**config.mk**
```make
export PLATFORM = sky130hd
export DESIGN_NAME = tpl_probe_latch
export DESIGN_NICKNAME = d
export VERILOG_FILES = /design/src/verilog/tpl_probe_latch.v
export VERILOG_INCLUDE_DIRS = /design/src /design/src/verilog
export SDC_FILE = /design/constraint.sdc
export NUM_CORES = 1
export LEC_CHECK = 0
export ABC_CLOCK_PERIOD_IN_PS = 1800
export BUFFER_PORTS_ARGS = -buffer_cell sky130_fd_sc_hd__buf_2
export CAP_MARGIN = 20
export CORE_UTILIZATION = 50
export DETAILED_ROUTE_END_ITERATION = 7
export GPL_ROUTABILITY_DRIVEN = 1
export PLACE_DENSITY = 0.84
export SYNTH_ARGS = -nofsm -noshare
export SYNTH_HDL_FRONTEND = slang
export SYNTH_SLANG_ARGS = --single-unit
```
**constraint.sdc**
```tcl
create_clock -name pclk -period 1.8 [get_ports pclk]
set_input_delay 0.09 -clock pclk [delete_from_list [all_inputs] [get_ports pclk]]
set_output_delay 0.09 -clock pclk [all_outputs]
set_load 0.01 [all_outputs]
```
**src/verilog/tpl_defines.vh**
```
`ifndef TPL_DEFINES_VH
`define TPL_DEFINES_VH

// ==========================================================
// register indices, byte address is four times the index
// ==========================================================
`define TPL_IDX_CTRL      16'h60B8
`define TPL_IDX_STAT      16'h60B9
`define TPL_IDX_P1_RISE   16'h60BA
`define TPL_IDX_P1_FALL   16'h60BB
`define TPL_IDX_P2_RISE   16'h60BC
`define TPL_IDX_P2_FALL   16'h60BD
`define TPL_IDX_IRQ_STAT  16'h60C0
`define TPL_IDX_IRQ_MASK  16'h60C1

// ==========================================================
// control fields, channel two sits one stride higher
// ==========================================================
`define TPL_CH_STRIDE     8
`define TPL_CTL_EN        0
`define TPL_CTL_MODE      1
`define TPL_CTL_SEL       2
`define TPL_CTL_RISE      4
`define TPL_CTL_FALL      5
`define TPL_CTRL_WMASK    16'h3737

// ==========================================================
// status fields, same stride
// ==========================================================
`define TPL_ST_EN         0
`define TPL_ST_RDONE      1
`define TPL_ST_FDONE      2

// ==========================================================
// interrupt bits: ch1 rise, ch1 fall, ch2 rise, ch2 fall
// ==========================================================
`define TPL_IRQ_W         4

// ==========================================================
// reset values
// ==========================================================
`define TPL_CTRL_RST      16'h0000
`define TPL_POS_RST       32'h00000000
`define TPL_IRQ_RST       4'h0

`endif

```
**src/verilog/tpl_probe_latch.v**
```verilog
// Behaviour
// - capture position when the selected source, terminal or index pulse, changes state
// - control bit 0 enables channel one; disabled channel captures nothing
// - control bit 1: 0 captures once after arming, 1 captures every trigger
// - control bit 2 picks channel one source: terminal seven or index pulse
// - control bit 4 enables ch1 rising capture into its rising position register
// - control bit 5 enables ch1 falling capture into its falling position register
// - control bits 8 and 9 enable channel two and pick its mode
// - control bit 10 picks channel two source: terminal eight or index pulse
// - control bits 12 and 13 enable ch2 rising and falling captures
// - status bit 0 shows ch1 enabled, bit 1 ch1 rising captured
// - status bit 8 ch2 enabled, bits 9 and 10 ch2 captures done
//
// Implementation choice: the APB register port.
`timescale 1ns/1ps
`default_nettype none
`include "tpl_defines.vh"

module tpl_probe_latch #(
    parameter POS_W = 32
) (
    input  wire              pclk,
    input  wire              presetn,
    input  wire              psel,
    input  wire              penable,
    input  wire              pwrite,
    input  wire [17:0]       paddr,
    input  wire [31:0]       pwdata,
    input  wire [3:0]        pstrb,
    output reg  [31:0]       prdata,
    output wire              pready,
    output reg               pslverr,
    input  wire              input_terminal_seven,
    input  wire              input_terminal_eight,
    input  wire              enc_index,
    input  wire [POS_W-1:0]  position,
    output wire              irq
);

    // ==========================================================
    // address decode
    // ==========================================================
    localparam [3:0] SEL_CTRL  = 4'h0;
    localparam [3:0] SEL_STAT  = 4'h1;
    localparam [3:0] SEL_P1R   = 4'h2;
    localparam [3:0] SEL_P1F   = 4'h3;
    localparam [3:0] SEL_P2R   = 4'h4;
    localparam [3:0] SEL_P2F   = 4'h5;
    localparam [3:0] SEL_IST   = 4'h6;
    localparam [3:0] SEL_IMSK  = 4'h7;
    localparam [3:0] SEL_NONE  = 4'hF;

    // misaligned addresses count as unmapped
    function [3:0] tpl_dec;
        input [17:0] a;
        begin
            if (a[1:0] != 2'h0) begin
                tpl_dec = SEL_NONE;
            end else begin
                case (a[17:2])
                    `TPL_IDX_CTRL:     tpl_dec = SEL_CTRL;
                    `TPL_IDX_STAT:     tpl_dec = SEL_STAT;
                    `TPL_IDX_P1_RISE:  tpl_dec = SEL_P1R;
                    `TPL_IDX_P1_FALL:  tpl_dec = SEL_P1F;
                    `TPL_IDX_P2_RISE:  tpl_dec = SEL_P2R;
                    `TPL_IDX_P2_FALL:  tpl_dec = SEL_P2F;
                    `TPL_IDX_IRQ_STAT: tpl_dec = SEL_IST;
                    `TPL_IDX_IRQ_MASK: tpl_dec = SEL_IMSK;
                    default:           tpl_dec = SEL_NONE;
                endcase
            end
        end
    endfunction

    // one gate for every capture: channel enable, edge kind and the
    // single shot lock, so the two edge kinds can never drift apart
    function tpl_hit;
        input en_i;
        input kind_i;
        input edge_i;
        input cont_i;
        input done_i;
        begin
            tpl_hit = en_i & kind_i & edge_i & (cont_i | ~done_i);
        end
    endfunction

    wire [3:0] sel_code;
    wire       setup_ph;
    wire       wr_acc;

    assign sel_code = tpl_dec(paddr);
    assign setup_ph = psel & ~penable;
    assign wr_acc   = psel & penable & pwrite;
    // zero wait states: data is prepared in the setup cycle
    assign pready   = 1'b1;

    // ==========================================================
    // control register
    // ==========================================================
    reg  [15:0] ctrl_q;
    reg  [15:0] ctrl_d;
    wire        ctrl_wr;
    // reserved control bits never store a one
    localparam [15:0] CTRL_WMASK = `TPL_CTRL_WMASK;

    assign ctrl_wr = wr_acc & (sel_code == SEL_CTRL);

    always @* begin
        ctrl_d = ctrl_q;
        if (ctrl_wr) begin
            if (pstrb[0]) begin
                ctrl_d[7:0] = pwdata[7:0] & CTRL_WMASK[7:0];
            end
            if (pstrb[1]) begin
                ctrl_d[15:8] = pwdata[15:8] & CTRL_WMASK[15:8];
            end
        end
    end

    always @(posedge pclk or negedge presetn) begin
        if (!presetn) begin
            ctrl_q <= `TPL_CTRL_RST;
        end else begin
            ctrl_q <= ctrl_d;
        end
    end

    // ==========================================================
    // raw source history
    // ==========================================================
    // each raw source keeps its own history, so flipping the source
    // select never fakes an edge
    reg  in7_q;
    reg  in8_q;
    reg  idx_q;

    always @(posedge pclk or negedge presetn) begin
        if (!presetn) begin
            in7_q <= 1'b0;
            in8_q <= 1'b0;
            idx_q <= 1'b0;
        end else begin
            in7_q <= input_terminal_seven;
            in8_q <= input_terminal_eight;
            idx_q <= enc_index;
        end
    end

    wire [1:0] term_now;
    wire [1:0] term_old;

    assign term_now = {input_terminal_eight, input_terminal_seven};
    assign term_old = {in8_q, in7_q};

    // ==========================================================
    // capture channels
    // ==========================================================
    wire [1:0]       ch_en;
    wire [1:0]       rise_done;
    wire [1:0]       fall_done;
    wire [1:0]       cap_rise;
    wire [1:0]       cap_fall;
    wire [POS_W-1:0] pos_rise [0:1];
    wire [POS_W-1:0] pos_fall [0:1];

    genvar c;
    generate
        for (c = 0; c < 2; c = c + 1) begin : g_ch
            localparam integer B = c * `TPL_CH_STRIDE;

            reg  [POS_W-1:0] rise_pos_q;
            reg  [POS_W-1:0] fall_pos_q;
            reg              rdone_q;
            reg              fdone_q;
            wire             en;
            wire             cont;
            wire             use_idx;
            wire             src_now;
            wire             src_old;
            wire             edge_up;
            wire             edge_dn;

            assign en      = ctrl_q[B + `TPL_CTL_EN];
            assign cont    = ctrl_q[B + `TPL_CTL_MODE];
            assign use_idx = ctrl_q[B + `TPL_CTL_SEL];
            assign src_now = use_idx ? enc_index : term_now[c];
            assign src_old = use_idx ? idx_q : term_old[c];
            assign edge_up = src_now & ~src_old;
            assign edge_dn = ~src_now & src_old;

            // single shot stops after the first hit per edge kind
            assign cap_rise[c] = tpl_hit(en, ctrl_q[B + `TPL_CTL_RISE], edge_up,
                                         cont, rdone_q);
            assign cap_fall[c] = tpl_hit(en, ctrl_q[B + `TPL_CTL_FALL], edge_dn,
                                         cont, fdone_q);

            always @(posedge pclk or negedge presetn) begin
                if (!presetn) begin
                    rise_pos_q <= `TPL_POS_RST;
                    fall_pos_q <= `TPL_POS_RST;
                end else begin
                    if (cap_rise[c]) begin
                        rise_pos_q <= position;
                    end
                    if (cap_fall[c]) begin
                        fall_pos_q <= position;
                    end
                end
            end

            // done bits live apart from the positions: they clear on
            // disable while the captured values stay readable
            always @(posedge pclk or negedge presetn) begin
                if (!presetn) begin
                    rdone_q <= 1'b0;
                    fdone_q <= 1'b0;
                end else begin
                    // a disabled channel drops its done bits; a capture wins
                    rdone_q <= cap_rise[c] | (rdone_q & en);
                    fdone_q <= cap_fall[c] | (fdone_q & en);
                end
            end

            assign ch_en[c]     = en;
            assign rise_done[c] = rdone_q;
            assign fall_done[c] = fdone_q;
            assign pos_rise[c]  = rise_pos_q;
            assign pos_fall[c]  = fall_pos_q;
        end
    endgenerate

    // ==========================================================
    // status word
    // ==========================================================
    reg [15:0] stat_w;

    always @* begin
        stat_w = 16'h0000;
        stat_w[`TPL_ST_EN]                     = ch_en[0];
        stat_w[`TPL_ST_RDONE]                  = rise_done[0];
        stat_w[`TPL_ST_FDONE]                  = fall_done[0];
        stat_w[`TPL_CH_STRIDE + `TPL_ST_EN]    = ch_en[1];
        stat_w[`TPL_CH_STRIDE + `TPL_ST_RDONE] = rise_done[1];
        stat_w[`TPL_CH_STRIDE + `TPL_ST_FDONE] = fall_done[1];
    end

    // ==========================================================
    // interrupt status and mask
    // ==========================================================
    reg  [`TPL_IRQ_W-1:0] irq_st_q;
    reg  [`TPL_IRQ_W-1:0] irq_msk_q;
    wire [`TPL_IRQ_W-1:0] irq_ev;
    wire [`TPL_IRQ_W-1:0] irq_clr;
    wire                  ist_wr;
    wire                  imsk_wr;

    assign irq_ev  = {cap_fall[1], cap_rise[1], cap_fall[0], cap_rise[0]};
    assign ist_wr  = wr_acc & (sel_code == SEL_IST) & pstrb[0];
    assign imsk_wr = wr_acc & (sel_code == SEL_IMSK) & pstrb[0];
    assign irq_clr = ist_wr ? pwdata[`TPL_IRQ_W-1:0] : `TPL_IRQ_RST;

    always @(posedge pclk or negedge presetn) begin
        if (!presetn) begin
            irq_st_q <= `TPL_IRQ_RST;
        end else begin
            // a capture in the clearing cycle stays pending
            irq_st_q <= (irq_st_q & ~irq_clr) | irq_ev;
        end
    end

    always @(posedge pclk or negedge presetn) begin
        if (!presetn) begin
            irq_msk_q <= `TPL_IRQ_RST;
        end else if (imsk_wr) begin
            irq_msk_q <= pwdata[`TPL_IRQ_W-1:0];
        end
    end

    assign irq = |(irq_st_q & irq_msk_q);

    // ==========================================================
    // read path
    // ==========================================================
    reg [31:0] rd_d;

    always @* begin
        rd_d = 32'h00000000;
        case (sel_code)
            SEL_CTRL: begin
                rd_d[15:0] = ctrl_q;
            end
            SEL_STAT: begin
                rd_d[15:0] = stat_w;
            end
            SEL_P1R: begin
                rd_d[POS_W-1:0] = pos_rise[0];
            end
            SEL_P1F: begin
                rd_d[POS_W-1:0] = pos_fall[0];
            end
            SEL_P2R: begin
                rd_d[POS_W-1:0] = pos_rise[1];
            end
            SEL_P2F: begin
                rd_d[POS_W-1:0] = pos_fall[1];
            end
            SEL_IST: begin
                rd_d[`TPL_IRQ_W-1:0] = irq_st_q;
            end
            SEL_IMSK: begin
                rd_d[`TPL_IRQ_W-1:0] = irq_msk_q;
            end
            default: begin
                rd_d = 32'h00000000;
            end
        endcase
    end

    // read data is frozen at setup, so a capture during the access
    // phase shows up on the next read, never as a torn word
    always @(posedge pclk or negedge presetn) begin
        if (!presetn) begin
            prdata <= 32'h00000000;
        end else if (setup_ph) begin
            prdata <= pwrite ? 32'h00000000 : rd_d;
        end else if (!psel) begin
            prdata <= 32'h00000000;
        end
    end

    // a write to an unmapped word is flagged as well, and simply dropped
    always @(posedge pclk or negedge presetn) begin
        if (!presetn) begin
            pslverr <= 1'b0;
        end else if (setup_ph) begin
            pslverr <= (sel_code == SEL_NONE);
        end else if (!psel) begin
            pslverr <= 1'b0;
        end
    end

endmodule

`default_nettype wire
```
==> summary by stage, run 1 <==
STA
Setup repair after global routing could not meet its margin everywhere. The upper clock frequency limit is 509 MHz. The final cycle utilization of the critical path is 1.09. The worst hold slack across all endpoints is 0.153 ns.

Across the routed clock network, the largest skew measured is 0.00659 ns. The max-slew violation total from the final report came to 0. The number of hold violations in the final report was 0. The final worst-path setup slack is -0.163 ns. The final setup violation count is roughly 100. In the final timing run, aggregate negative setup slack is -8.13 ns.

The final critical path time including I/O delays and setup is 1.96 ns.

Synthesis
In the post-synthesis netlist, the biggest area contributors are sky130_fd_sc_hd__dfrtp_1, sky130_fd_sc_hd__mux2_2, sky130_fd_sc_hd__a221oi_1. The synthesized cell area is about 0.0083 mm^2. Of all cell types, the one taking the most synthesized area is sky130_fd_sc_hd__dfrtp_1. A synthesized cell averages 13.6 um^2. The count of flip-flops with a built-in enable after synthesis is 0. In the synthesized netlist the async set-or-reset flop fraction comes to 1.00.

The number of unique standard cell types used by synthesis is 60. The synthesized netlist net count is 707. After technology mapping, the gate count stands at 613. The Yosys warning count is 0. The share of synthesized area in the top cell type comes to 0.560.

The commonest register cell after synthesis is sky130_fd_sc_hd__dfrtp_1. The register area share after synthesis is 0.560. Counting flops and latches in the post-synthesis netlist gives 186.

Die
The die is 131 um tall. The area of the die is 0.0172 mm^2. The effective utilization at floorplan is 0.518. Pin placement for this block handled 129 I/O pins. The horizontal die dimension is around 130 um. The core region is 0.0161 mm^2. The number of placement rows is 46.

Clock tree
Clock-pin slew was measured on the worst setup and hold paths at around 0.070 ns. The clock drives approximately 190 sinks. The cell sitting at the root of the clock tree is a sky130_fd_sc_hd__clkbuf_16. The H-tree generated during clock tree synthesis spans 4 levels. The maximum clock insertion buffer count is 2. The number of buffers created by CTS is 17. The clock tree from TritonCTS is yes. At the later pin of the worst-skew pair, clock insertion delay measures 0.43 ns.

Status
The final reports fail on setup timing. The flow ran to the end, but the final reports show violations.

Critical path
The worst setup path is of the reg -> reg kind. The critical path's largest stage delay is about 0.44 ns. The highest-delay cell along the critical path is sky130_fd_sc_hd__dfrtp_1.

Traced cell by cell, the critical path runs through mux2i_2 > o2111ai_1 > nor2_4 > buf_4 > mux2_2. STA classifies the critical path startpoint as a flop. The worst setup path is captured at a flop.

The maximum fanout encountered on the critical timing path is 10. The arrival time of the worst setup path is 2.28 ns. The required time of the worst setup path is 2.12 ns.

Power and ir drop
Power spread over the standard cell area amounts to 769 mW/mm^2. The worst vdd rail ir drop is 0.000722 V. Overall power consumption after layout is estimated at 9030 uW. In this run the static leakage power is 0.00567 uW.

Route
The routed length per placed instance is around 26 um. For this run, design rule violations remaining after detail routing come to 0. The first TritonRoute pass finished after 5 iterations.

The violation count after the first detailed-route iteration is 687. The final route contains 6873 vias. The post-route antenna net violation count is 0.

In the routed layout, each cell is associated on average with a via count of 6.41. The final layout contains routed wiring with a total length of roughly 28 mm.

Cells and area
The multi-input combinational cells in the finished layout cover a total of approximately 0.004 mm^2. The final cell count without fillers is 1072. The final core utilization is 0.731. The net count of the finished layout is around 940. In the final layout, flip-flops and latches occupy 0.00466 mm^2. In the layout the commonest cells are sky130_fd_sc_hd__dfrtp_1, sky130_fd_sc_hd__mux2_2, sky130_fd_sc_hd__buf_2, sky130_fd_sc_hd__buf_4, sky130_fd_sc_hd__dlygate4sd3_1.

The number of antenna diodes in the final layout is 0. After filler insertion, the fill cell instance count of the layout stands at 933. The area growth from synthesis to layout is 41.1%.

The ratio of cells with drive above 1 in the final layout is 0.529. The most frequent standard cell in the layout excluding fill and tap cells is sky130_fd_sc_hd__dfrtp_1.

Global route
The global route total overflow is 0. The first-pass GRT wire length is 38.0 mm. The pin count of the biggest net entering global routing is 51. The via count of the first global-routing pass was 6977. The initial antenna violation count is 0.

In the global route stage, overall resource usage came out at 0.301.

Place
The number of placed cells counting well taps is 977. The detailed placer's ending HPWL is around 15 mm. The congestion estimate from routability-driven global placement came to roughly 0.90. The number of buffer cells added on primary ports is 104.

Min path
The tightest min-delay check is of the in -> async type.

Flow run
Max-cap violations in this run came to 0.
-- path summary, 6_finish.rpt --
check | depth (start not counted) | endpoint | slack (ns) | start
worst max-delay path | 5 | g_ch[1].rise_pos_q[5] | -0.16 | ctrl_q[10]
worst max register to register | 5 | g_ch[1].rise_pos_q[5] | -0.16 | ctrl_q[10]
max in group asynchronous | 3 | prdata[18] | 1.02 | presetn
worst min register to register | 1 | prdata[29] | 0.47 | prdata[29]
worst min-delay path | 2 | g_ch[1].fall_pos_q[27] | 0.15 | presetn
min in group pclk | 5 | prdata[1] | 0.22 | penable
-- flip-flops by register name, summed over array words and instances (netlist names) --
signal	cells
ctrl_q	10
g_ch.fall_pos_q	64
g_ch.fdone_q	2
g_ch.rdone_q	2
g_ch.rise_pos_q	64
idx_q	1
in7_q	1
in8_q	1
irq_msk_q	4
irq_st_q	4
prdata	32
pslverr	1
-- cells in the mapped netlist (all sizes together) (2+ instances only) --
cell / number
a2111oi: 3
nor4b: 5
a221oi: 48
nor2: 10
inv: 5
nand4: 2
buf: 19
a22o: 3
dfrtp: 186
a22oi: 7
a2bb2oi: 7
clkbuf: 20
nand2: 23
nor4: 4
mux2: 146
o21ai: 13
mux2i: 14
o2111ai: 3
nand3: 7
nor3: 24
and2: 3
a21o: 29
and3: 2
and4b: 2
a32o: 2
nor2b: 3
a21oi: 6
-- worst max-delay path: cells and delay by family (launching register included) --
family,cells,cell delay [ns]
compound gates,1,0.27
flops,1,0.44
buf+inv,1,0.25
simple gates,1,0.20
mux,2,0.69
-- kinds of logic after synthesis --
group / after synthesis / share of synthesized area
AOI/OAI and AO/OA: 130 / 0.128
buffers and inverters: 44 / 0.0244
muxes: 161 / 0.219
DFF: 186 / 0.560
other: 1 / 0.000451
and+or+nand+nor: 91 / 0.0682
-- timing repair --
item / in CTS / in global routing
hold buffers: 49 / 0
hold endpoints to repair: 265 / 0
resized for setup: 12 / 53
endpoints found under the setup margin: 75 / 134
pin swaps: 2 / 3
buffers inserted: 4 / 4
cloned: 2 / 5
-- final cells by class --
type / count / share of cell area
clock inverters: 14 / 0.0186
repair buffers: 250 / 0.178
clock buffers: 18 / 0.0366
multi-input cells: 383 / 0.345
well taps: 216 / 0.0230
inverters: 5 / 0.00160
flip-flops and latches: 186 / 0.397
-- metrics by stage --
step	cell area, um^2	worst slack [ns]
2_1_floorplan	8650	-0.151
3_3_place_gp	10100	-0.381
3_5_place_dp	10100	-0.452
4_1_cts	11300	-0.0278
5_1_grt	11700	-0.155
6_report	11700	-0.163
-- layer usage --
layer / part of all wire / track usage
met3: 0.075 / 0.0529
met2: 0.49 / 0.500
met5: 0 / 0
met4: 0.046 / 0.149
met1: 0.39 / 0.381
-- power by group --
group          total, uW  leakage [uW]  switching [uW]  internal (uW)
Sequential          4320       0.00251            62.0           4260
Combinational        529       0.00285             273            256
Clock               4180      0.000307            1700           2480
Total               9030       0.00567            2030           6990
Power figures use the tool's default switching activity.
==> inputs of run 2 (changes only) <==
--- a/config.mk
+++ b/config.mk
@@ -7,12 +7,14 @@
 export NUM_CORES = 1
 export LEC_CHECK = 0
 export ABC_CLOCK_PERIOD_IN_PS = 1800
-export BUFFER_PORTS_ARGS = -buffer_cell sky130_fd_sc_hd__buf_2
+export BUFFER_PORTS_ARGS = -buffer_cell sky130_fd_sc_hd__clkbuf_2
 export CAP_MARGIN = 20
 export CORE_UTILIZATION = 50
+export CTS_CLUSTER_SIZE = 30
 export DETAILED_ROUTE_END_ITERATION = 7
 export GPL_ROUTABILITY_DRIVEN = 1
 export PLACE_DENSITY = 0.84
+export SLEW_MARGIN = 20
 export SYNTH_ARGS = -nofsm -noshare
 export SYNTH_HDL_FRONTEND = slang
 export SYNTH_SLANG_ARGS = --single-unit
==> summary by stage, run 2 (synthesis results as in run 1) <==
Status
The run finished, with violations left. The checks that failed: setup timing.

Die
The area of the die is 0.0172 mm^2 (unchanged). The area of the placeable core was 0.0161 mm^2 (unchanged). The number of placement rows is 46 (unchanged). The horizontal die dimension is 131 um (unchanged).

The I/O pin count is 129 (unchanged). The overall die height is 131 um (unchanged). The effective utilization at floorplan is 0.518 (unchanged).

Cells and area
The antenna diode count is 0 (unchanged). In the final layout, the registers with the most flip-flops are g_ch.fall_pos_q: 64 flops, g_ch.rise_pos_q: 64 flops, prdata: 32 flops. The library cell used most frequently in the layout, excluding fill and tap cells, is sky130_fd_sc_hd__dfrtp_1. The net count of the finished layout was 942 (+0.53%). The ratio of cells with drive above 1 in the final layout is 0.521 (-0.00772). In the layout the commonest cells are sky130_fd_sc_hd__dfrtp_1, sky130_fd_sc_hd__clkbuf_2, sky130_fd_sc_hd__mux2_2, sky130_fd_sc_hd__buf_4, sky130_fd_sc_hd__dlygate4sd3_1.

The area taken by flip-flops and latches was 0.00466 mm^2 (unchanged). The multi-input gate area in the final layout is 0.00398 mm^2 (-1.6%). The number of filler instances in the final layout is 945 (+1.3%). The final design area excluding fillers came to 0.0117 mm^2 (-0.18%). The growth of design area from synthesis to finish is 40.8%.

Global route
The initial antenna violation count is 0 (unchanged). The pin count of the biggest net entering global routing is 72 (+41%). The first-pass GRT wire length is 37.4 mm (-1.6%). The total track usage is 0.294 (-0.00678). The via count of the first global-routing pass is 7002 (+0.36%).

The global route total overflow is 0 (unchanged).

STA
The worst hold slack across all endpoints is 0.122 ns (-0.0311 ns). The upper clock frequency limit is 510 MHz (+0.11%). The max-slew violation total from the final report is 0 (unchanged).

The number of hold violations in the final report is 0 (unchanged). The final cycle utilization of the critical path came to 1.09 (-0.00122). The final worst-path setup slack came to -0.161 ns (+0.00219 ns). The final critical path time including I/O delays and setup is 1.96 ns (-0.00219 ns). The final setup violation count was 96 (-5.0%). The final-layout setup total negative slack came to -7.81 ns (+0.315 ns). Setup repair after global routing could not meet its margin everywhere. The clock tree skew after final layout is 0.0117 ns (+0.00512 ns).

Critical path
The critical path goes through mux2i_1 > buf_4 > nor4b_4 > buf_6 > clkbuf_16 > mux2_2. The arrival time of the worst setup path is 2.28 ns (about the same). The maximum fanout encountered on the critical timing path is 4 (-6). The number of cells on the worst reg-to-reg path is 6 (+1). The number of gates on the worst path with buffers counted is 6 (+1).

The highest-delay cell along the critical path is sky130_fd_sc_hd__dfrtp_1. STA classifies the critical path endpoint as a flop. On the critical path the largest part of the delay comes from buffers and inverters. The critical path in this run is classified as reg -> reg. The total buffers and inverters traversed by the critical path is 3 (+2).

The critical path startpoint category is a flop. The required time of the worst setup path is 2.12 ns (about the same). The critical path's largest stage delay came to 0.42 ns (-0.02 ns).

Clock tree
The maximum clock insertion buffer count is 2 (unchanged). The root buffer cell is sky130_fd_sc_hd__clkbuf_16. The clock tree from TritonCTS is yes.

The post-CTS clock slew at the launch and capture registers of the worst setup and hold paths was 0.07 ns (about the same). The maximum level of the CTS H-tree came to 4 (unchanged). The clock latency on the worst-skew pair is 0.43 ns (about the same). The number of buffers created by CTS was 17 (unchanged). The total clock sinks was 186 (unchanged).

Route
The post-route antenna net violation count is 0 (unchanged). The via count came to 6813 (-0.87%). The mean number of vias per cell is 6.33 (-1.3%). The total wirelength of the detailed-routed design was 27.0 mm (-2.1%). The routed length per placed instance was 25.0 um (-2.6%). The first-pass iteration count of the detailed router is 5 (unchanged). The remaining design rule violation count was 0 (unchanged). The violation count after the first detailed-route iteration was 638 (-7.1%).

Place
The placer congestion estimate is 0.869 (-3.6%). The detailed placer's ending HPWL was 15.2 mm (+2.1%). The area of placed instances is 0.0101 mm^2 (+0.52%). The pre-CTS worst setup slack is -0.442 ns (+0.00996 ns). The number of buffer cells added on primary ports came to 104 (unchanged).

Min path
In this run the worst hold path is classified as in -> async.

Power and ir drop
The worst vdd rail ir drop is 0.000811 V (+12%). The leakage power is 0.00567 uW (+0.11%). The power density relative to cell area is 752 mW/mm^2 (-2.3%).

Flow run
The max-cap check violation count is 0 (unchanged).
-- run 2: cell count changes in the layout (fill, tap and decap cells not counted), sizes merged --
cell / previous run / this run
buf: 197 / 99
clkbuf: 22 / 131
clkinv: 3 / 0
clkinvlp: 3 / 2
bufinv: 5 / 3
-- run 2: metal layers --
layer,vias up,part of all wire,track usage
met5,-,0,0
met2,412,0.49,0.482
met3,125,0.071,0.0497
li1,2832,-,-
met4,0,0.051,0.156
met1,3444,0.39,0.375
-- run 2: worst paths after layout --
path,from,to,slack (ns)
worst max register to register,ctrl_q[10],g_ch[1].fall_pos_q[8],-0.16
worst max-delay path,ctrl_q[10],g_ch[1].fall_pos_q[8],-0.16
worst min-delay path,presetn,g_ch[1].fall_pos_q[26],0.12
min in group pclk,penable,prdata[0],0.23
worst min register to register,prdata[26],prdata[26],0.48
max in group asynchronous,presetn,ctrl_q[2],0.94
-- run 2: area by class of cell --
cell class,instances,share of cell area
clock inverter,8,0.0112
clock buffer,24,0.0411
timing repair buffer,255,0.185
tap,216,0.0231
inverter,5,0.00160
sequential,186,0.398
multi-input combinational,383,0.340
-- run 2: what timing repair did --
action                                  in CTS  in global routing
hold endpoints to repair                   268                  0
resized for setup                           16                 40
pin swaps                                    2                  3
endpoints found under the setup margin      95                155
cloned                                       2                  6
buffers inserted                             3                  6
hold buffers                                49                  0
-- run 2: report_power, final --
part	switching [uW]	internal, uW
clock network	1640	2320
logic	277	253
registers	61.0	4260
-- run 2: per-stage QoR --
| stage | cells | power [uW] | util |
|---|---|---|---|
| finish | 1077 | 8800 | 0.729 |
| global route | 1077 | 9010 | 0.729 |
| CTS | 1065 | 8760 | 0.707 |
| detailed placement | 979 | 4800 | 0.630 |
| global placement | 979 | 4770 | 0.630 |
| floorplan | 613 | 4510 | - |
